`src/spi_host_consts.svh`:
```
// timing counts, register offsets and field positions of the serial register port master
// assumes a 50 MHz ref_clk and an Avalon-MM slave with 32-bit data
`ifndef SPI_HOST_CONSTS_SVH
`define SPI_HOST_CONSTS_SVH

`define REF_CLK_HZ         50_000_000
// the device master clock rate that the link clock must never exceed
`define LINK_MAX_HZ        13_824_000
// half period floor in ref_clk cycles, rounded up, and never below three for the sampler
`define HALF_MIN_CALC      ((`REF_CLK_HZ + 2 * `LINK_MAX_HZ - 1) / (2 * `LINK_MAX_HZ))
`define HALF_MIN           8'h03
`define HALF_RESET         8'h04

`define OFS_CTRL           4'h0
`define OFS_REG_ADDR       4'h1
`define OFS_WDATA          4'h2
`define OFS_RDATA          4'h3
`define OFS_STATUS         4'h4
`define OFS_DIVIDER        4'h5

`define CTRL_START         0
`define CTRL_READ          1
`define CTRL_ARCH16        2
`define CTRL_BURST         3
`define CTRL_MON_LOW       4
`define CTRL_BURST_LO      8
`define CTRL_BURST_HI      15

`define STATUS_BUSY        0
`define STATUS_DONE        1

`define BYTE_BITS          12'h008
`define WORD_BITS          12'h010
`define ZERO_BYTE          8'h00
`define ZERO_WORD          32'h0000_0000

`endif

```
`src/spi_host_pkg.sv`:
```
// types shared by the serial register port master
// assumes spi_host_consts.svh is included by the design file
package spi_host_pkg;

  typedef enum logic [1:0] {st_idle, st_frame, st_gap} state_type;

  // one access as software ordered it
  typedef struct packed {
    logic       read;
    logic       arch16;
    logic       burst;
    logic       monitor_byte_select;
    logic [7:0] burst_extra;
    logic [7:0] reg_addr;
    logic [7:0] wdata;
  } access_type;

  typedef struct packed {
    logic select_low;
    logic sclk;
    logic serial_in;
  } link_out_type;

endpackage

```
`src/spi_host.sv`:
```
// master for the codec serial register port, ordered by software over Avalon-MM
// assumes serial_out arrives from the device asynchronously; the link clock is made here
//
// Behaviour
// RL1 - every byte and word goes out and comes in most significant bit first
// RL2 - device must resume after the link clock stops; host may pause freely
// RL3 - link clock stays at or below the device master clock rate
// RL4 - 8-bit architecture: device address, register address, then 8 data bits
// RL5 - 16-bit architecture: device address, register address, then 16 data bits
// RL6 - first byte is the device address; top bit 0 writes, 1 reads
// RL7 - device address bit 0 turns burst access on over consecutive registers
// RL8 - device address bit 1 picks upper or lower part of monitoring value
// RL9 - channel select bit 2 is always driven zero
// RL10 - device address bits 3 to 6 are always driven zero
// RL11 - device samples on rising link clock, changes output on falling edges
// RL12 - device output floats while select is high; the model keeps driving serial_out, inverted at each select rise
// RL13 - 8-bit architecture sends three separate select-framed byte transfers
// RL14 - on an 8-bit read the device shifts the register's eight bits out
// RL15 - 16-bit architecture sends address pair frame then data frame
// RL16 - on a 16-bit read keep the first byte, drop the low byte
// RL17 - without burst, extra clocks repeat the same register data
// RL18 - select changing off a multiple of eight clocks soft-resets the device
// RL19 - burst increments the register address after each byte, wrapping to zero
// RL20 - second monitoring read returns value bits 3 to 0 in upper nibble
// RL21 - device ignores a command with any of address bits 6 to 3 set
// RL22 - device keeps decoded addresses across frames for the data frame
`include "spi_host_consts.svh"
`timescale 1ns/1ps
`default_nettype none

module spi_host (
  input  wire logic                 ref_clk,
  input  wire logic                 rst,
  input  wire logic [3:0]           avs_address,
  input  wire logic                 avs_read,
  input  wire logic                 avs_write,
  input  wire logic [31:0]          avs_writedata,
  output var  logic [31:0]          avs_readdata,
  output var  logic                 avs_waitrequest,
  output var  spi_host_pkg::link_out_type link_out,
  input  wire logic                 serial_out
);
  import spi_host_pkg::*;

  state_type   state;
  access_type  cfg;
  logic [7:0]  half_cycles;
  logic [7:0]  div_cnt;
  logic        tick;
  logic        busy;
  logic        done;
  logic [7:0]  rdata;
  logic [7:0]  rx_shift;
  logic [15:0] tx;
  logic [11:0] bit_cnt;
  logic [1:0]  frame_idx;
  logic [1:0]  last_frame;
  logic [11:0] frame_len;
  logic        data_frame;
  logic        go;
  logic        access_ok;
  logic        sync_meta;
  logic        sync_out;
  logic [11:0] next_bit_cnt;
  logic        capture;
  logic        reload;
  logic [7:0]  dev_addr;
  logic        line_select_low;
  logic        line_sclk;

  // avalon slave: one wait cycle for every access, so answers come on the second edge
  assign access_ok = (avs_read | avs_write) & ~avs_waitrequest;

  always_ff @(posedge ref_clk or posedge rst) begin
    if (rst) begin
      avs_waitrequest <= 1'b1;
    end else begin
      avs_waitrequest <= ~((avs_read | avs_write) & avs_waitrequest);
    end
  end

  always_ff @(posedge ref_clk or posedge rst) begin
    if (rst) begin
      avs_readdata <= `ZERO_WORD;
    end else if (avs_read & avs_waitrequest) begin
      case (avs_address)
        `OFS_CTRL: begin
          avs_readdata <= {16'h0000, cfg.burst_extra, 3'b000, cfg.monitor_byte_select,
                           cfg.burst, cfg.arch16, cfg.read, 1'b0};
        end
        `OFS_REG_ADDR: avs_readdata <= {24'h00_0000, cfg.reg_addr};
        `OFS_WDATA:    avs_readdata <= {24'h00_0000, cfg.wdata};
        `OFS_RDATA:    avs_readdata <= {24'h00_0000, rdata};
        `OFS_STATUS:   avs_readdata <= {30'h0000_0000, done, busy};
        `OFS_DIVIDER:  avs_readdata <= {24'h00_0000, half_cycles};
        default:       avs_readdata <= `ZERO_WORD;
      endcase
    end
  end

  // settings are frozen while a transfer runs so frames stay consistent
  assign go = access_ok & avs_write & (avs_address == `OFS_CTRL)
              & avs_writedata[`CTRL_START] & ~busy;

  always_ff @(posedge ref_clk or posedge rst) begin
    if (rst) begin
      cfg         <= '0;
      half_cycles <= `HALF_RESET;
    end else if (access_ok & avs_write & ~busy) begin
      case (avs_address)
        `OFS_CTRL: begin
          cfg.read                <= avs_writedata[`CTRL_READ];
          cfg.arch16              <= avs_writedata[`CTRL_ARCH16];
          cfg.burst               <= avs_writedata[`CTRL_BURST];
          cfg.monitor_byte_select <= avs_writedata[`CTRL_MON_LOW];
          cfg.burst_extra         <= avs_writedata[`CTRL_BURST_HI:`CTRL_BURST_LO];
        end
        `OFS_REG_ADDR: cfg.reg_addr <= avs_writedata[7:0];
        `OFS_WDATA:    cfg.wdata <= avs_writedata[7:0];
        // RL3 clock ceiling
        `OFS_DIVIDER: begin
          half_cycles <= (avs_writedata[7:0] < `HALF_MIN) ? `HALF_MIN : avs_writedata[7:0];
        end
        default: half_cycles <= half_cycles;
      endcase
    end
  end

  // serial_out crosses in through two flops; only the second is read
  always_ff @(posedge ref_clk or posedge rst) begin
    if (rst) begin
      sync_meta <= 1'b1;
      sync_out  <= 1'b1;
    end else begin
      sync_meta <= serial_out;
      sync_out  <= sync_meta;
    end
  end

  // half period divider: tick marks each link clock edge
  always_ff @(posedge ref_clk or posedge rst) begin
    if (rst) begin
      div_cnt <= 8'h00;
    end else if (state == st_idle || div_cnt == half_cycles - 8'h01) begin
      div_cnt <= 8'h00;
    end else begin
      div_cnt <= div_cnt + 8'h01;
    end
  end

  assign tick = (state != st_idle) && (div_cnt == half_cycles - 8'h01);

  // RL6 command byte
  // RL9 channel zero
  // RL10 reserved zero
  // built from the start write itself: cfg only takes these bits on that same edge
  assign dev_addr = {avs_writedata[`CTRL_READ], 4'b0000, 1'b0,
                     avs_writedata[`CTRL_MON_LOW], avs_writedata[`CTRL_BURST]};

  // RL4 8-bit frames
  // RL5 16-bit frames
  // RL7 burst length
  always_comb begin
    last_frame = cfg.arch16 ? 2'd1 : 2'd2;
    data_frame = (frame_idx == last_frame);
    frame_len  = cfg.arch16 ? `WORD_BITS : `BYTE_BITS;
    if (data_frame && cfg.burst) begin
      frame_len = frame_len + {1'b0, cfg.burst_extra, 3'b000};
    end
  end

  assign next_bit_cnt = bit_cnt + 12'h001;
  // RL16 keep first byte
  assign capture = data_frame && (next_bit_cnt[2:0] == 3'b000)
                   && !(cfg.arch16 && next_bit_cnt == `WORD_BITS);
  assign reload  = data_frame && (bit_cnt[2:0] == 3'b000) && (bit_cnt != 12'h000)
                   && !(cfg.arch16 && bit_cnt == `BYTE_BITS);

  always_ff @(posedge ref_clk or posedge rst) begin
    if (rst) begin
      state     <= st_idle;
      frame_idx <= 2'd0;
      bit_cnt   <= 12'h000;
      busy      <= 1'b0;
    end else begin
      case (state)
        st_idle: begin
          if (go) begin
            state     <= st_frame;
            frame_idx <= 2'd0;
            bit_cnt   <= 12'h000;
            busy      <= 1'b1;
          end
        end
        st_frame: begin
          if (tick && link_out.sclk && bit_cnt == frame_len) begin
            state <= st_gap;
          end else if (tick && !link_out.sclk) begin
            bit_cnt <= next_bit_cnt;
          end
        end
        // RL13 separate frames
        // RL15 two word frames
        st_gap: begin
          if (tick) begin
            bit_cnt <= 12'h000;
            if (frame_idx == last_frame) begin
              state <= st_idle;
              busy  <= 1'b0;
            end else begin
              state     <= st_frame;
              frame_idx <= frame_idx + 2'd1;
            end
          end
        end
        default: state <= st_idle;
      endcase
    end
  end

  // RL11 change on fall
  // RL18 whole bytes only
  always_ff @(posedge ref_clk or posedge rst) begin
    if (rst) begin
      line_select_low <= 1'b1;
      line_sclk       <= 1'b1;
    end else if (go || (state == st_gap && tick && frame_idx != last_frame)) begin
      line_select_low <= 1'b0;
    end else if (state == st_frame && tick) begin
      if (link_out.sclk && bit_cnt == frame_len) begin
        line_select_low <= 1'b1;
      end else begin
        line_sclk <= ~line_sclk;
      end
    end
  end

  // RL1 msb first
  always_ff @(posedge ref_clk or posedge rst) begin
    if (rst) begin
      tx <= 16'h0000;
    end else if (go) begin
      // frame 0 of 16-bit mode carries both address bytes; 8-bit mode sends only the top one
      tx <= {dev_addr, cfg.reg_addr};
    end else if (state == st_gap && tick && frame_idx != last_frame) begin
      if (cfg.arch16 || frame_idx == 2'd1) begin
        tx <= {cfg.wdata, 8'h00};
      end else begin
        tx <= {cfg.reg_addr, 8'h00};
      end
    end else if (state == st_frame && tick && link_out.sclk && bit_cnt != frame_len
                 && bit_cnt != 12'h000) begin
      if (reload) begin
        tx <= {cfg.wdata, 8'h00};
      end else begin
        tx <= {tx[14:0], 1'b0};
      end
    end
  end

  // one process drives the whole carrier; every field is a flop bit
  always_comb begin
    link_out.select_low = line_select_low;
    link_out.sclk       = line_sclk;
    link_out.serial_in  = tx[15];
  end

  // done stays up until the next start
  always_ff @(posedge ref_clk or posedge rst) begin
    if (rst) begin
      done <= 1'b0;
    end else if (state == st_gap && tick && frame_idx == last_frame) begin
      done <= 1'b1;
    end else if (go) begin
      done <= 1'b0;
    end
  end

  // sampled at the rising link clock; the sync delay is covered by the half period floor
  always_ff @(posedge ref_clk or posedge rst) begin
    if (rst) begin
      rx_shift <= `ZERO_BYTE;
      rdata    <= `ZERO_BYTE;
    end else if (state == st_frame && tick && !link_out.sclk) begin
      rx_shift <= {rx_shift[6:0], sync_out};
      if (capture && cfg.read) begin
        rdata <= {rx_shift[6:0], sync_out};
      end
    end
  end
endmodule

`default_nettype wire

```
`config.mk`:
```
export PLATFORM = sky130hd
export DESIGN_NAME = spi_host
export DESIGN_NICKNAME = d
export VERILOG_FILES = /design/src/spi_host_pkg.sv /design/src/spi_host.sv
export VERILOG_INCLUDE_DIRS = /design/src
export SDC_FILE = /design/constraint.sdc
export NUM_CORES = 1
export LEC_CHECK = 0
export ABC_AREA = 0
export ABC_CLOCK_PERIOD_IN_PS = 3800
export BUFFER_PORTS_ARGS = -buffer_cell sky130_fd_sc_hd__buf_2
export CAP_MARGIN = 20
export CELL_PAD_IN_SITES_DETAIL_PLACEMENT = 0
export CELL_PAD_IN_SITES_GLOBAL_PLACEMENT = 1
export CORE_ASPECT_RATIO = 1.25
export CORE_MARGIN = 10
export CORE_UTILIZATION = 43
export CTS_BUF_LIST = sky130_fd_sc_hd__clkbuf_8
export CTS_CLUSTER_DIAMETER = 60
export DETAILED_ROUTE_END_ITERATION = 7
export HOLD_SLACK_MARGIN = 0.05
export MAX_ROUTING_LAYER = met4
export PLACE_DENSITY_LB_ADDON = 0.3
export SLEW_MARGIN = 10
export SYNTH_ARGS = -nofsm -noshare
export SYNTH_HDL_FRONTEND = slang
export SYNTH_SLANG_ARGS = --single-unit
```
`constraint.sdc`:
```
create_clock -name ref_clk -period 3.8 [get_ports ref_clk]
set_input_delay 0.57 -clock ref_clk [delete_from_list [all_inputs] [get_ports ref_clk]]
set_output_delay 0.57 -clock ref_clk [all_outputs]
set_load 0.02 [all_outputs]
```
After elaboration in Yosys (flattened, before gate mapping) --
Cells that the tools add are included.
Word-level totals: register bits 130, bits in latches 0, RAM bits 0, ROM bits 0, input port bits 41, output and inout bits 36, word-level logic and storage cells 151, memories kept 0
Operators by class: add/subtract/negate cells 5, multipliers 0, div/mod/pow operators 0, magnitude comparators 1, equal/unequal tests 22, shift operators 0, muxes and demuxes 34, bitwise logic cells 15, reductions and logical operators 51
Operator list (number):
- 16-bit one-hot mux with 6 select lines | 1
- 16-bit two-way mux | 5
- 12-bit two-way mux | 5
- 12-bit one-hot mux with 3 select lines | 1
- 1-bit logical AND | 22
- 8-bit two-way mux | 2
- 2-bit two-way mux | 7
- 2-bit != test (second input constant) | 7
- 12-bit by 1-bit adder with 12-bit output (second input constant) | 1
- 5-bit by 11-bit adder with 12-bit output | 1
- 12-bit equality test | 1
- 12-bit by 4-bit equality test with 1-bit output (second input constant) | 1
- 12-bit by 5-bit equality test with 1-bit output (second input constant) | 1
- 12-bit != test | 1
- 2-bit AND reduction | 6
- 12-bit nonzero test | 1
- 2-bit nonzero test | 5
- 1-bit two-way mux | 9
- 8-bit by 1-bit adder with 8-bit output (second input constant) | 1
- 1-bit bitwise AND | 8
- 4-bit by 2-bit equality test with 1-bit output (second input constant) | 2
- 4-bit by 3-bit equality test with 1-bit output (second input constant) | 2
- 8-bit equality test | 1
- 8-bit by 2-bit less-than comparator with 1-bit output (second input constant) | 1
- 22 further kinds | 36

Longest topological paths before layout --
Gate-level depths: netlist of the first run.
depth in word-level cells 10, depth in mapped cells 13, mapped depth without buffers 11

Worst setup path before layout of the first run --
Ideal clock, no wire load.
kind flip-flop to flip-flop, start point register cfg[26] (netlist bit), end point register tx[10], library setup time 125 ps, arrival time 2990 ps, data required time 3675 ps, slack 685 ps, stages on the path, launching flop included 12, buffers on the path 1, clock period less this slack 3115 ps, cell sequence dfrtp_1 > clkbuf_1 > inv_1 > ha_1 > fa_1 > xor2_1 > nand2_1 > xnor2_1 > nor4b_1 > nand4_1 > a21oi_2 > mux2_2
Between the ends: cells in the longest elaborated chain, start to end 9, elaborated cells between the ends (all ways) 23, those cells by class add/sub (1); eq/ne (3); mux (8); reduce/logical (11)
RTL lines:
- start, declared | RTL line spi_host.sv:46 | access_type cfg;
- parallel branches: the longest is 9 deep, another holds 5-bit by 11-bit adder with 12-bit output
- end signal, assigned | RTL line spi_host.sv:244 | tx <= {dev_addr, cfg.reg_addr};
- end signal, assigned | RTL line spi_host.sv:247 | tx <= {cfg.wdata, 8'h00};
- end signal, assigned | RTL line spi_host.sv:254 | tx <= {cfg.wdata, 8'h00};
- end, declared | RTL line spi_host.sv:54 | logic [15:0] tx;
Parallel ways; which one is timed is not known. The select of a mux whose other input is x is not followed. A chain may end at the register's enable or synchronous reset.

Worst setup path in the final report of the first run --
start point register half_cycles[0], end point register tx[2]
Between the ends: cells in the longest elaborated chain, start to end 8, elaborated cells between the ends (all ways) 12, those cells by class add/sub (1); eq/ne (1); mux (2); reduce/logical (8)
RTL lines:
- start, declared | RTL line spi_host.sv:47 | logic [7:0] half_cycles;
- start signal, assigned | RTL line spi_host.sv:108 | half_cycles <= `HALF_RESET;
- start signal, assigned | RTL line spi_host.sv:122 | half_cycles <= (avs_writedata[7:0] < `HALF_MIN) ? `HALF_MIN : avs_writedata[7:0];
- start signal, assigned | RTL line spi_host.sv:124 | default: half_cycles <= half_cycles;
- 8-bit by 1-bit subtractor with 8-bit output * | RTL line spi_host.sv:151 | assign tick = (state != st_idle) && (div_cnt == half_cycles - 8'h01);
- 8-bit equality test * | RTL line spi_host.sv:151
- 1-bit logical AND * | RTL line spi_host.sv:151
- 1-bit logical AND (3 in series) | RTL line spi_host.sv:251 | end else if (state == st_frame && tick && link_out.sclk && bit_cnt != frame_len
- 1-bit logical AND | RTL line spi_host.sv:252 | && bit_cnt != 12'h000) begin
- 3-bit nonzero test (no source line)
- end signal, assigned | RTL line spi_host.sv:249 | tx <= {cfg.reg_addr, 8'h00};
- end signal, assigned | RTL line spi_host.sv:254
- end signal, assigned | RTL line spi_host.sv:256 | tx <= {tx[14:0], 1'b0};
Every way passes the cells marked *; elsewhere a longest branch is shown, timed or not.

==> flow_summary.toml, run 1 <==
[run_status]
status = "finished clean"

[worst_setup_path]
end_kind = "flip-flop"
crit_slowest_cell = "a211oi_4"
crit_fanout = 12
path_cells = "inv_1, ha_1, or3b_2, nor4_1, o2111ai_1, a211oi_4, nand3_1, nor2_2, a21o_1, mux2_1"
start_kind = "flip-flop"
critPathBufInv = 1
worstPathArrival_ps = 3860
crit_type = "flip-flop to flip-flop"
critPathRequiredTime_ps = 4100
crit_path_max_incr_delay_ps = 570
crit_family = "simple AND/OR/NAND/NOR gates"

[yosys]
netlist_area_um2 = 6330
synth_edf_count = 0
yosysWarnings = 0
synth_top_area_share = 0.427
synthFlopType = "dfrtp_1"
synth_cells = 631
yosysSeqAreaShare = 0.452
syn_avg_cell_area_um2 = 10.0
yosys.area.top_type = "dfrtp_1"
synth_top_cells_by_area = "dfrtp_1 43%, mux2_2 7.8%, nand2_1 3.9%"
synthDistinctLibCells = 70
async_flop_share = 1.00
synth-seq-cells = 114

[drt]
dr_total_vias = 4796
drc = 0
wirelength_um = 15900
avgRoutedWirePerCell_um = 18.5
routed_via_density = 5.60
drt_iter0_drc = 246
first_pass_iters = 4
antenna_left = 0

[sta]
worst_pin_slew_ps = 918
hold_viol = 0
fin_skew_ps = 19.1
fin_tns_setup_ps = 0
grt_setup_unrepaired = "no"
setup_viol = 0
holdWs_ps = 233
finalCriticalPeriod_ps = 3550
finalMaxSlewViolations = 0
max_freq_mhz = 281
fin_crit_sh = 0.935
max-slew-margin-rel = 0.384
setup_slack_ps = 246

[global_route]
antenna_found_initial = 0
groute.usage.overall = 0.168
grt_pass1_vias = 4942
grt_max_degree = 64
overflow = 0
grt_pass1_wl_um = 26400

[clocking]
post_cts_resized = 0
cts_buffer_depth = 2
clock_latency_ps = 440
cts_buffers = 17
clock_tree.root_cell = "clkbuf_8"
cts_tree = "done"
postCtsSetupBuffers = 0
clock-sinks = 114
cts.clk_slew.worst_paths_ps = 80
cts.htree.levels = 4
hold_buffers = 0

[layout]
syn_to_final_growth_pct = 11.5
num_antenna_cells = 0
fin_util = 0.490
final_common_cell = "dfrtp_1"
nets = 716
n_fill_cell = 1304
drive_above_1_share = 0.236
final_cell_mix = "108 x dfrtp_1, 66 x nand2_1, 48 x nor2_1"

[floorplanning]
core_region_area_um2 = 14400
die_h_um = 156
rows = 49
io_pins = 77
chipWidth_um = 129
dieArea_um2 = 20000
start_util = 0.439

[hold_path]
hold_class = "primary input to flip-flop"

[placed_design]
io_buffer_count = 44
gp_congestion = 0.856
dpl.hpwl_um = 11800
place_ws_ps = 257

[power]
leakage_nw = 3.25
peakVddDrop_mv = 0.382
power_density_nw_per_um2 = 531

[job]
drv_cap = 0
-- synthesized netlist by cell type, drive strengths merged (4+ instances only) --
master    n
nor2b     7
inv      14
mux2i     6
and3      7
mux2     60
buf      27
a21oi    18
a31oi     5
xnor2    17
o31ai     6
dfrtp   108
ha        8
xor2     14
nand2    66
o22ai     9
nor3     14
dfstp     6
nand3    24
o221ai    5
nand4     4
a22oi    11
nor2     50
a22o     20
nand2b    5
or3       4
clkbuf   26
nor4      5
o21ai    36
-- cell type report --
| cell class | count | area [um2] | area share |
|---|---|---|---|
| multi-input cells | 465 | 3180 | 0.451 |
| clock inverters | 13 | 175 | 0.0248 |
| clock buffers | 19 | 262 | 0.0371 |
| flip-flops and latches | 114 | 2860 | 0.405 |
| well taps | 178 | 223 | 0.0316 |
| repair buffers | 54 | 295 | 0.0419 |
| inverters | 14 | 55.1 | 0.00780 |
-- report_power, final --
part | internal, mW | switching, mW | total, mW
Sequential | 1.43 | 0.280 | 1.71
Combinational | 0.377 | 0.408 | 0.785
Clock | 0.696 | 0.556 | 1.25
Total | 2.50 | 1.24 | 3.74
-- path summary, 6_finish.rpt --
path	to	cells past startpoint	startpoint	slack, ps
worst max-delay path	tx[2]$_DFFE_PP0P_	10	half_cycles[0]$_DFFE_PP0P_	250
worst min-delay path	sync_meta$_DFF_PP1_	1	serial_out	230
worst max register to register	tx[2]$_DFFE_PP0P_	10	half_cycles[0]$_DFFE_PP0P_	250
worst min register to register	sync_out$_DFF_PP1_	0	sync_meta$_DFF_PP1_	370
max in group asynchronous	sync_out$_DFF_PP1_	3	rst	2580
min in group asynchronous	avs_readdata[4]$_DFFE_PP0P_	2	rst	280
-- worst reg2reg max path, cell delays in order (launching register included) --
cell and delay, ps:
dfrtp_1 440, inv_1 100, ha_1 230, or3b_2 500, nor4_1 190, o2111ai_1 190, a211oi_4 570, nand3_1 260
nor2_2 220, a21o_1 370, mux2_1 370
-- cell families after synthesis --
| group | synth area share |
|---|---|
| multiplexers | 0.121 |
| flip-flops | 0.452 |
| buffers and inverters | 0.0538 |
| adder cells (fa/ha/maj) | 0.0190 |
| other | 0.000593 |
| AO/OA/AOI/OAI | 0.152 |
| XOR/XNOR | 0.0429 |
| AND/OR/NAND/NOR | 0.159 |
-- state kept, by name (all words and copies together) (netlist names), 7 cells and up --
| register | count |
|---|---|
| cfg | 28 |
| avs_readdata | 16 |
| tx | 16 |
| bit_cnt | 12 |
| div_cnt | 8 |
| half_cycles | 8 |
| rdata | 8 |
| rx_shift | 7 |
-- metrics by stage --
stage / power (mW) / std cells / instance area [um2]
after floorplan: 2.30 / 646 / 6380
after global placement: 2.48 / 825 / 6620
after detailed placement: 2.52 / 825 / 6620
after CTS: 3.78 / 857 / 7050
after global routing: 3.97 / 857 / 7050
final: 3.74 / 857 / 7050
-- metal layers --
layer / track usage / share of wire
met3: 0.0364 / 0.037
met4: 0.0632 / 0.024
met2: 0.267 / 0.50
met1: 0.205 / 0.44
met5: - / 0
(Power assumes the default switching activity.)
==> run 2, diff against run 1 <==
Settings changed: ABC_CLOCK_PERIOD_IN_PS 3800 to 3100.
Clock period 3.8 ns to 3.1 ns, I/O delays scaled along.
==> run 2 against run 1 <==
  * Global-route usage up 0.30 points
  * Setup slack got worse by 140 ps
  * Final area up 3.4%
  * Highest routed layer unchanged
  * Hold slack got worse by 110 ps
  * Largest cell class unchanged
  * Non-clock buffer count grew 18
  * Critical endpoint is now tx[12]$_DFFE_PP0P_
  * Largest power group unchanged
  * Critical path type unchanged
  * Total power increased by 26%
==> flow_summary.toml, run 2 (synthesized netlist as in run 1, its figures left out) <==
[placed_design]
io_buffer_count = 44
dp_cells = 838
gp_congestion = 0.855
dpl.hpwl_um = 12000

[drt]
drc = 0
routed_via_density = 5.63
antenna_left = 0
avgRoutedWirePerCell_um = 18.6
dr_total_vias = 4926
first_pass_iters = 4
wirelength_um = 16300
drt_iter0_drc = 233

[worst_setup_path]
crit_slowest_cell = "or4_4"
start_kind = "flip-flop"
worstPathArrival_ps = 3320
critPathBufInv = 3
crit_type = "flip-flop to flip-flop"
crit_fanout = 10
path_cells = "or4_4, o2111a_1, nor4_2, a211oi_4, buf_6, buf_6, a21o_1, buf_4, o221ai_1, nor2_1, mux2_2"
crit_top_cell = "buf_6"
critPathRequiredTime_ps = 3420
crit_family = "simple AND/OR/NAND/NOR gates"
end_kind = "flip-flop"
r2r_setup_slack_ps = 100
crit_path_max_incr_delay_ps = 580

[layout]
nets = 734
largest_register = "cfg"
num_antenna_cells = 0
n_fill_cell = 1316
syn_to_final_growth_pct = 15.2
largest_register_ffs = 28
final_cell_mix = "108 x dfrtp_1, 65 x nand2_1, 48 x nor2_1"
fin_cells = 875
largestRegisters = "cfg: 28 flops, avs_readdata: 16 flops, tx: 16 flops"
drive_above_1_share = 0.263
final_common_cell = "dfrtp_1"

[clocking]
clock_tree.root_cell = "clkbuf_8"
cts_buffer_depth = 2
cts_buffers = 17
clock_latency_ps = 440
cts_tree = "done"
clock-sinks = 114
cts.clk_slew.worst_paths_ps = 70
cts.htree.levels = 4

[global_route]
grt_max_degree = 97
grt_pass1_vias = 4996
overflow = 0
groute.usage.overall = 0.171
antenna_found_initial = 0
grt_pass1_wl_um = 26800

[floorplanning]
io_pins = 77
rows = 49
die_h_um = 156
start_util = 0.439
dieArea_um2 = 20000
chipWidth_um = 129
core_region_area_um2 = 14400

[sta]
max-slew-margin-rel = 0.380
worst_pin_slew_ps = 924
setup_viol = 0
fin_crit_sh = 0.967
grt_setup_unrepaired = "no"
finalMaxSlewViolations = 0
finalCriticalPeriod_ps = 3000
holdWs_ps = 126
max_freq_mhz = 333
hold_viol = 0
fin_skew_ps = 17.5

[power]
leakage_nw = 3.35
power_density_nw_per_um2 = 647
power.total_mw = 4.72
peakVddDrop_mv = 0.441

[run_status]
status = "finished clean"

[job]
drv_cap = 0

[hold_path]
hold_class = "primary input to flip-flop"
==> run 2: cell types whose count changed in the layout (fill, tap and decap cells not counted), moves of 2 or more <==
cell	delta
buf_12	+2
inv_6	-2
buf_6	+2
nand3_1	-2
buf_4	+13
clkinv_4	+2
nand3_2	+2
==> run 2: worst reg2reg max path, delay by kind of cell, from the launching register on <==
kind                   cells  cell delay, ps
AO/OA/AOI/OAI              4             740
buffers and inverters      3             470
flip-flops                 1             400
multiplexers               1             260
AND/OR/NAND/NOR            3            1020
==> run 2: layer usage <==
metal	global-route usage	vias up	wire length [um]
met5	-	-	0
met4	0.0605	0	323
met3	0.0343	26	860
met2	0.281	123	8310
met1	0.204	2431	6810
li1	-	2346	-
==> run 2: area by class of cell <==
class,instances,area [um2],share of cell area
clock buffer,18,248,0.0340
clock inverter,14,205,0.0281
inverter,14,56.3,0.00772
multi-input combinational,465,3230,0.444
sequential,114,2860,0.392
tap,178,223,0.0305
timing repair buffer,72,465,0.0638
==> run 2: through the flow <==
stage	TNS (ps)	setup slack [ps]	instance area, um2	utilization
CTS	-105	-23.7	7210	0.500
global placement	0	26.1	6740	0.468
finish	0	101	7290	0.506
global route	0	6.54	7290	0.506
detailed placement	-249	-40.3	6740	0.468
floorplan	-73.9	-14.8	6390	-
==> run 2: what timing repair did <==
item / 4_1_cts / 5_1_grt
endpoints found under the setup margin: 21 / 36
hold buffers: 1 / 0
pin swaps: 1 / 6
setup buffers: 0 / 4
cloned: 0 / 0
endpoints found under the hold margin: 16 / 0
resized for setup: 1 / 11
==> run 2: where the power goes <==
group	leakage, nW	switching, mW	internal (mW)
Combinational	1.68	0.543	0.505
Sequential	1.45	0.333	1.75
Clock	0.220	0.679	0.909
Total	3.35	1.56	3.16
==> run 2: path summary, 6_finish.rpt <==
kind                                            startpoint                   end  cells past startpoint
worst max-delay path            half_cycles[0]$_DFFE_PP0P_    tx[12]$_DFFE_PP0P_                     11
worst max register to register  half_cycles[0]$_DFFE_PP0P_    tx[12]$_DFFE_PP0P_                     11
worst min register to register         sync_meta$_DFF_PP1_    sync_out$_DFF_PP1_                      0
min in group asynchronous                              rst  div_cnt[2]$_DFF_PP0_                      3
max in group asynchronous                              rst    tx[14]$_DFFE_PP0P_                      4
worst min-delay path                            serial_out   sync_meta$_DFF_PP1_                      1
